### config.mk
export PLATFORM = sky130hd
export DESIGN_NAME = pbm_ctrl
export DESIGN_NICKNAME = d
export VERILOG_FILES = /design/src/pbm_ctrl.v /design/src/pbm_sync.v /design/src/pbm_coltest.v
export VERILOG_INCLUDE_DIRS = /design/src
export SDC_FILE = /design/constraint.sdc
export NUM_CORES = 1
export LEC_CHECK = 0
export BUFFER_PORTS_ARGS = -buffer_cell sky130_fd_sc_hd__buf_4
export CAP_MARGIN = 25
export CELL_PAD_IN_SITES_DETAIL_PLACEMENT = 0
export CELL_PAD_IN_SITES_GLOBAL_PLACEMENT = 1
export CORE_ASPECT_RATIO = 0.9
export CORE_UTILIZATION = 37
export DETAILED_ROUTE_END_ITERATION = 10
export PLACE_DENSITY = 0.83
export SLEW_MARGIN = 40
export SYNTH_ARGS = -nofsm -noshare
export SYNTH_HDL_FRONTEND = slang
export SYNTH_SLANG_ARGS = --single-unit
### constraint.sdc
create_clock -name pclk -period 4.2 [get_ports pclk]
set_clock_uncertainty 0.05 [all_clocks]
set_input_delay 0 -clock pclk [delete_from_list [all_inputs] [get_ports pclk]]
set_output_delay 0 -clock pclk [all_outputs]
set_load 0.005 [all_outputs]
### src/pbm_map.vh
/*
  Register offsets, field positions, reset values and timing counts for the
  lower half of the PHY basic mode control block.
  Assumes it is included by its bare name from the block's design files.
*/
// How it works
// Power-down bit set to one powers the transceiver down; zero is normal.
// While powered down the register block keeps working, readable and writable.
// Effective power-down is the register bit ORed with the external pin.
// The active-low power-down pin held low sets the register power-down bit.
// Isolate bit ten cuts the port off the MII; management still works.
// Writing one to restart bit nine restarts auto-negotiation from the start.
// Restart writes are ignored while auto-negotiation enable bit twelve is zero.
// Restart bit reads one until negotiation has begun, then clears itself.
// Writing zero to the restart bit leaves running negotiation untouched.
// With negotiation off, duplex bit eight picks full (1) or half (0).
// With collision test set, COL rises within 512 bit times of TX_EN.
// With collision test set, COL falls within 4 bit times of TX_EN falling; the code takes three pclk cycles (150 ns) instead.
// Bits six to zero ignore writes and always read zero.
// Negotiation enabled ignores duplex and speed bits; disabled, they decide.
// The duplex bit's reset value comes from its strap input.
`ifndef PBM_MAP_VH
`define PBM_MAP_VH

// ============================================================
// Register offsets
`define PBM_OFF_CONTROL 8'h00
`define PBM_OFF_STATUS 8'h04

// ============================================================
// Control register field positions
`define PBM_BIT_SWRESET 15
`define PBM_BIT_LOOPBACK 14
`define PBM_BIT_SPEED 13
`define PBM_BIT_AN_ENABLE 12
`define PBM_BIT_POWER_DOWN 11
`define PBM_BIT_ISOLATE 10
`define PBM_BIT_AN_RESTART 9
`define PBM_BIT_DUPLEX 8
`define PBM_BIT_COL_TEST 7

// ============================================================
// Status register field positions
`define PBM_ST_POWER_DOWN 0
`define PBM_ST_ISOLATE 1
`define PBM_ST_FULL_DUPLEX 2
`define PBM_ST_SPEED_100 3
`define PBM_ST_RESTART_PEND 4
`define PBM_ST_COL 5
`define PBM_ST_PIN_LOW 6

// ============================================================
// Reset values
`define PBM_RST_ZERO 1'b0
`define PBM_RST_PIN_IDLE 1'b1

// ============================================================
// Timing
`define PBM_CLK_NS 50
`define PBM_BIT_NS 10
`define PBM_COL_ON_BITS 512
`define PBM_COL_OFF_BITS 4
`define PBM_COL_ON_CYC ((`PBM_COL_ON_BITS * `PBM_BIT_NS) / `PBM_CLK_NS)
`define PBM_COL_OFF_RAW ((`PBM_COL_OFF_BITS * `PBM_BIT_NS) / `PBM_CLK_NS)
`define PBM_COL_OFF_CYC ((`PBM_COL_OFF_RAW < 1) ? 1 : `PBM_COL_OFF_RAW)
`define PBM_COL_DLY_CYC 2
`define PBM_STRAP_WAIT 2'h2

`endif

### src/pbm_ctrl.v
/*
  Basic mode control register bank of a 10/100 PHY, reached over APB, with
  power-down, isolate, auto-negotiation restart, forced duplex and speed,
  and the collision test path from TX_EN to COL.
  Assumes an auto-negotiation engine on pclk that pulses an_started when a
  restart has begun and supplies the negotiated speed and duplex; pins and
  straps are asynchronous and are synchronised here.
*/
`timescale 1ns/1ns
`include "pbm_map.vh"
module pbm_ctrl #(
  parameter AW = 8,
  parameter COL_DLY = `PBM_COL_DLY_CYC
) (
  input wire pclk,
  input wire presetn,
  input wire psel,
  input wire penable,
  input wire pwrite,
  input wire [AW-1:0] paddr,
  input wire [31:0] pwdata,
  output wire pready,
  output wire [31:0] prdata,
  output wire pslverr,
  input wire power_down_interrupt_pin_n,
  input wire strap_duplex,
  input wire strap_speed,
  input wire strap_an_enable,
  input wire tx_en,
  output wire col,
  output wire col_oe,
  output wire mii_isolate,
  output wire xcvr_power_down,
  output wire loopback,
  output wire an_enable,
  output wire an_restart,
  input wire an_started,
  input wire an_full_duplex,
  input wire an_speed_100,
  output wire full_duplex,
  output wire speed_100
);

  // ============================================================
  // Pin synchronisation
  wire pin_n_s;
  wire [2:0] strap_s;
  wire tx_en_s;

  pbm_sync #(.W(1), .RST(`PBM_RST_PIN_IDLE)) u_sync_pin (
    .pclk(pclk),
    .presetn(presetn),
    .d(power_down_interrupt_pin_n),
    .q(pin_n_s)
  );

  pbm_sync #(.W(3), .RST(3'h0)) u_sync_strap (
    .pclk(pclk),
    .presetn(presetn),
    .d({strap_an_enable, strap_speed, strap_duplex}),
    .q(strap_s)
  );

  pbm_sync #(.W(1), .RST(`PBM_RST_ZERO)) u_sync_txen (
    .pclk(pclk),
    .presetn(presetn),
    .d(tx_en),
    .q(tx_en_s)
  );

  wire pin_low = ~pin_n_s;

  // ============================================================
  // Strap capture after reset release
  // Straps are read only once they have crossed the synchroniser, so the
  // control fields hold zero for the first few cycles after release.
  reg [1:0] strap_cnt_q;
  wire strap_load = (strap_cnt_q == `PBM_STRAP_WAIT);

  always @(posedge pclk or negedge presetn) begin
    if (!presetn) begin
      strap_cnt_q <= 2'h0;
    end else if (strap_cnt_q != 2'h3) begin
      strap_cnt_q <= strap_cnt_q + 2'h1;
    end
  end

  // ============================================================
  // APB decode
  wire setup = psel & ~penable;
  wire access = psel & penable;
  wire hit_ctl = (paddr == `PBM_OFF_CONTROL);
  wire hit_st = (paddr == `PBM_OFF_STATUS);
  wire wr_ctl = access & pwrite & hit_ctl;
  wire [15:0] wd = pwdata[15:0];

  // ============================================================
  // Control fields
  reg swrst_q;
  reg loop_q;
  reg speed_q;
  reg an_en_q;
  reg pd_q;
  reg iso_q;
  reg restart_q;
  reg duplex_q;
  reg coltest_q;
  reg an_restart_q;

  // A restart request counts only if negotiation is enabled by the same write.
  wire restart_ok = wr_ctl & wd[`PBM_BIT_AN_RESTART] & wd[`PBM_BIT_AN_ENABLE];
  wire reload = swrst_q | strap_load;

  reg restart_d;
  reg pd_d;

  always @* begin
    restart_d = restart_q;
    if (wr_ctl && !wd[`PBM_BIT_AN_RESTART]) begin
      restart_d = 1'b0;
    end
    if (an_started) begin
      restart_d = 1'b0;
    end
    if (restart_ok) begin
      restart_d = 1'b1;
    end
    pd_d = pd_q;
    if (wr_ctl) begin
      pd_d = wd[`PBM_BIT_POWER_DOWN];
    end
    if (pin_low) begin
      pd_d = 1'b1;
    end
  end

  // Register writes run regardless of power-down so software can wake the port.
  always @(posedge pclk or negedge presetn) begin
    if (!presetn) begin
      swrst_q <= 1'b0;
      loop_q <= 1'b0;
      speed_q <= 1'b0;
      an_en_q <= 1'b0;
      pd_q <= 1'b0;
      iso_q <= 1'b0;
      restart_q <= 1'b0;
      duplex_q <= 1'b0;
      coltest_q <= 1'b0;
      an_restart_q <= 1'b0;
    end else if (reload) begin
      swrst_q <= 1'b0;
      loop_q <= 1'b0;
      speed_q <= strap_s[1];
      an_en_q <= strap_s[2];
      pd_q <= pin_low;
      iso_q <= 1'b0;
      restart_q <= 1'b0;
      duplex_q <= strap_s[0];
      coltest_q <= 1'b0;
      an_restart_q <= 1'b0;
    end else begin
      pd_q <= pd_d;
      restart_q <= restart_d;
      an_restart_q <= restart_ok;
      if (wr_ctl) begin
        swrst_q <= wd[`PBM_BIT_SWRESET];
        loop_q <= wd[`PBM_BIT_LOOPBACK];
        speed_q <= wd[`PBM_BIT_SPEED];
        an_en_q <= wd[`PBM_BIT_AN_ENABLE];
        iso_q <= wd[`PBM_BIT_ISOLATE];
        duplex_q <= wd[`PBM_BIT_DUPLEX];
        coltest_q <= wd[`PBM_BIT_COL_TEST];
      end
    end
  end

  // ============================================================
  // Collision test
  wire col_raw;

  pbm_coltest #(.DLY(COL_DLY)) u_coltest (
    .pclk(pclk),
    .presetn(presetn),
    .enable(coltest_q),
    .tx_en(tx_en_s),
    .col(col_raw)
  );

  // ============================================================
  // Mode outputs
  wire pd_eff = pd_q | pin_low;

  assign xcvr_power_down = pd_eff;
  assign mii_isolate = iso_q;
  assign col = col_raw & ~iso_q;
  assign col_oe = ~iso_q;
  assign loopback = loop_q;
  assign an_enable = an_en_q;
  assign an_restart = an_restart_q;
  assign full_duplex = an_en_q ? an_full_duplex : duplex_q;
  assign speed_100 = an_en_q ? an_speed_100 : speed_q;

  // ============================================================
  // Read data
  // Read data is sampled in the setup cycle, so the access cycle needs no wait.
  wire [15:0] ctl_rd = {swrst_q, loop_q, speed_q, an_en_q, pd_q, iso_q, restart_q,
                        duplex_q, coltest_q, 7'h00};
  wire [15:0] st_rd = {9'h000, pin_low, col, restart_q, speed_100, full_duplex,
                       iso_q, pd_eff};

  reg [31:0] prdata_q;
  reg pslverr_q;

  always @(posedge pclk or negedge presetn) begin
    if (!presetn) begin
      prdata_q <= 32'h00000000;
      pslverr_q <= 1'b0;
    end else if (setup) begin
      pslverr_q <= ~(hit_ctl | hit_st);
      if (hit_ctl) begin
        prdata_q <= {16'h0000, ctl_rd};
      end else if (hit_st) begin
        prdata_q <= {16'h0000, st_rd};
      end else begin
        prdata_q <= 32'h00000000;
      end
    end
  end

  assign pready = 1'b1;
  assign prdata = prdata_q;
  assign pslverr = pslverr_q & access;
endmodule // pbm_ctrl

### src/pbm_sync.v
/*
  Two-flip-flop synchroniser for pins entering the pclk domain.
  Assumes each bit is an independent level.
*/
`timescale 1ns/1ns
module pbm_sync #(
  parameter W = 1,
  parameter [W-1:0] RST = {W{1'b0}}
) (
  input wire pclk,
  input wire presetn,
  input wire [W-1:0] d,
  output wire [W-1:0] q
);
  reg [W-1:0] meta_q;
  reg [W-1:0] sync_q;

  // The first stage feeds only the second stage.
  always @(posedge pclk or negedge presetn) begin
    if (!presetn) begin
      meta_q <= RST;
      sync_q <= RST;
    end else begin
      meta_q <= d;
      sync_q <= meta_q;
    end
  end

  assign q = sync_q;
endmodule // pbm_sync

### src/pbm_coltest.v
/*
  Collision test generator: COL follows TX_EN while the test is enabled.
  Assumes tx_en is already synchronised to pclk.
*/
`timescale 1ns/1ns
module pbm_coltest #(
  parameter DLY = 2
) (
  input wire pclk,
  input wire presetn,
  input wire enable,
  input wire tx_en,
  output wire col
);
  reg [7:0] cnt_q;
  reg col_q;

  always @(posedge pclk or negedge presetn) begin
    if (!presetn) begin
      cnt_q <= 8'h00;
      col_q <= 1'b0;
    end else if (!enable || !tx_en) begin
      cnt_q <= 8'h00;
      col_q <= 1'b0;
    end else if (cnt_q >= DLY[7:0]) begin
      col_q <= 1'b1;
    end else begin
      cnt_q <= cnt_q + 8'h01;
    end
  end

  assign col = col_q;
endmodule // pbm_coltest

==> reports/summary.txt <==
Status = complete, no violations
Cts bufs inserted = 5
Detailed Route WL = 4.375 mm
Htree depth = 2
Layout cells sized above 1 = 0.2707
Most frequent cells in the layout = buf_4 (55), dfrtp_1 (46), nand2_1 (29)
Final WS setup = 2.024 ns
Netlist cell types = 36
Max IR drop VDD = 0.1725 mV
Sequential area share after synthesis = 0.5757
Core area = 5349 µm²
Final hold violation count = 0
Clock Power Share = 0.388
R2R Path End = an_restart
Drt wl/cell = 13.14 µm
Die Area = 5956 µm²
Placed cell count = 305
GR Overflow Total = 0
Switch share = 0.2145
Commonest non-fill, non-tap cell in the layout = buf_4
Clock Latency Late Sink = 0.29 ns
Final setup viols = 0
Seq pwr share = 0.531
Multi-input gate area = 758.2 µm²
Clock Tree Root = clkbuf_8
Hold Path End = pd_q
First-iteration detailed-routing DRC count = 115
DP Wirelength = 3.114 mm
R2R depth = 5
Pint = 702.0 µW
Post-synth EDFFs = 0
Sw power = 191.7 µW
TritonCTS clock tree = yes
Total track usage = 0.1606
Vias/cell = 4.694
Synth Cell Area = 2091 µm²
Ys flop type = dfrtp_1
DRC viols = 0
Critical Path End Type = flop
Period utilization = 0.5181
Routability Congestion = 0.8402
Worst slew pin tran = 0.7359 ns
Worst-path maximum fanout = 8
FF/Latch Area = 1204 µm²
Max Clk Rate = 0.4596 GHz
Setup slack at placement = 2.630 ns
Ant diodes = 0
Pwr dens = 318.4 nW/µm²
Ports = 96
Maxcap violations = 0
Slew headroom = 0.5049
Slew Viols, Final = 0
Syn-to-layout area delta = 34.23%
Hold depth = 4
Initial cell density of the core = 0.3909
Total power = 893.6 µW
Synth Register Bits = 48
CTS clk-pin slew, worst paths = 0.09 ns
IO buf count = 55
WP data required = 4.33 ns
Fillers = 501
Synthesized area per cell = 10.95 µm²
FF-to-FF setup slack = 2.11 ns
Synth Warn # = 0
Cts repair resizes = 0
WS Path Type = in -> reg
Die width = 81.24 µm
Post-Layout Cell Count = 333
Die Ht = 73.32 µm
Antenna violations before repair = 0
Clock sinks = 48
Leak = 1.360 nW
Drt pass-1 iters = 4
First-pass GRT wire length = 7.224 mm
Largest net degree at the start of global routing = 49
Worst setup SP type = primary input
Vias post-DR = 1,563
Async SR Flop Fraction = 1.000
CTS Buffer Depth = 2
RSZ-0062 raised after global routing = no
Total negative slack = 0 ns
HP Start = paddr[5]
Hold Slack = 0.01188 ns
Vias in the first global route = 1,506
Worst Path Arrival = 2.31 ns
Comb power frac = 0.081
Post-Synthesis Cells = 191
Hold WC Path Type = in -> reg
Final Net Count = 322
# rows = 25
R2r startpoint = strap_cnt_q[0]
Fin crit period = 2.176 ns
Antenna-violating nets left = 0
cells by family after synthesis:
family          count (synthesis)  share of synthesized area
other cells                     2                   0.003592
flops                          48                     0.5757
buf+inv                        30                    0.08977
mux                             5                    0.02513
simple gates                   70                     0.1837
xor+xnor                        1                   0.004190
fa+ha+maj                       4                    0.02394
compound gates                 31                    0.09396
worst max-delay path, stage by stage:
cell and delay (ns):
dlygate4sd3_1 0.53, buf_4 0.14, nor4_4 0.34, dlygate4sd3_1 0.64
a31oi_1 0.07, dlygate4sd3_1 0.58
registers in the layout, summed over array words and instances, names as in the netlist, 2 cells and up:
name	flops
prdata	16
u_coltest.cnt_q	8
u_sync_strap.meta_q	3
u_sync_strap.q	3
strap_cnt_q	2
how the worst max path moves through the flow:
| stage | startpoint | end | slack [ns] | depth (start not counted) |
|---|---|---|---|---|
| floorplan | strap_cnt_q[0] | coltest_q | 2.72 | 6 |
| global placement | strap_cnt_q[0] | an_restart | 2.42 | 4 |
| detailed placement | u_coltest.cnt_q[1] | u_coltest.cnt_q[0] | 2.63 | 4 |
| CTS | paddr[6] | pslverr_q | 2.03 | 6 |
| global route | paddr[6] | pslverr_q | 1.91 | 6 |
| finish | paddr[6] | pslverr_q | 2.02 | 6 |
cell type report:
type	instances	share of cell area
sequential	48	0.4289
multi-input combinational	128	0.2702
timing repair buffer	75	0.2185
tap	67	0.02987
clock buffer	6	0.02942
clock inverter	2	0.01382
inverter	7	0.009362
timing repair:
item                      CTS  global route
setup buffers               0             0
hold buffers               20             0
hold endpoints to repair   62             0
power by group through the flow:
stage                     Combinational [mW]  Sequential, mW  Clock, mW
after floorplan                       0.0318           0.482          0
after global placement                0.0604           0.483          0
after detailed placement              0.0611           0.483          0
after CTS                             0.0736           0.474      0.358
after global routing                  0.0809           0.475      0.378
final                                 0.0726           0.474      0.347
per-stage QoR:
step                      instance area, µm²  utilization
after floorplan                         2147            -
after detailed placement                2485       0.4646
after CTS                               2806       0.5247
final                                   2806       0.5247
after global placement                  2482       0.4641
after global routing                    2806       0.5247
cell usage after synthesis, types with 2 or more instances:
library cell,n,area [µm²]
and3_1,8,50.05
a31oi_1,7,43.79
inv_1,7,26.28
dfrtp_1,46,1151
o31ai_1,5,37.54
dfstp_2,2,52.55
mux2_2,2,22.52
nor4_1,3,18.77
nand4_1,6,37.54
o21ai_1,11,55.05
nand3_1,3,15.01
ha_1,4,50.05
buf_4,18,135.1
nand2_1,29,108.9
a22o_1,3,26.28
clkbuf_1,4,15.01
nand2b_1,2,12.51
conb_1,2,7.510
nor2_1,8,30.03
nor2b_1,2,12.51
and4_1,2,17.52
mux2i_1,3,30.03
per-layer routing:
layer / vias up / global-route usage / wire length [µm]
met1: 726 / 0.2326 / 2078
li1: 780 / - / -
met3: 4 / 0.04472 / 241
met4: 0 / 0.04960 / 36
met5: - / 0 / 0
met2: 53 / 0.2325 / 2019
Note: power is estimated with default switching activity, not from simulation.
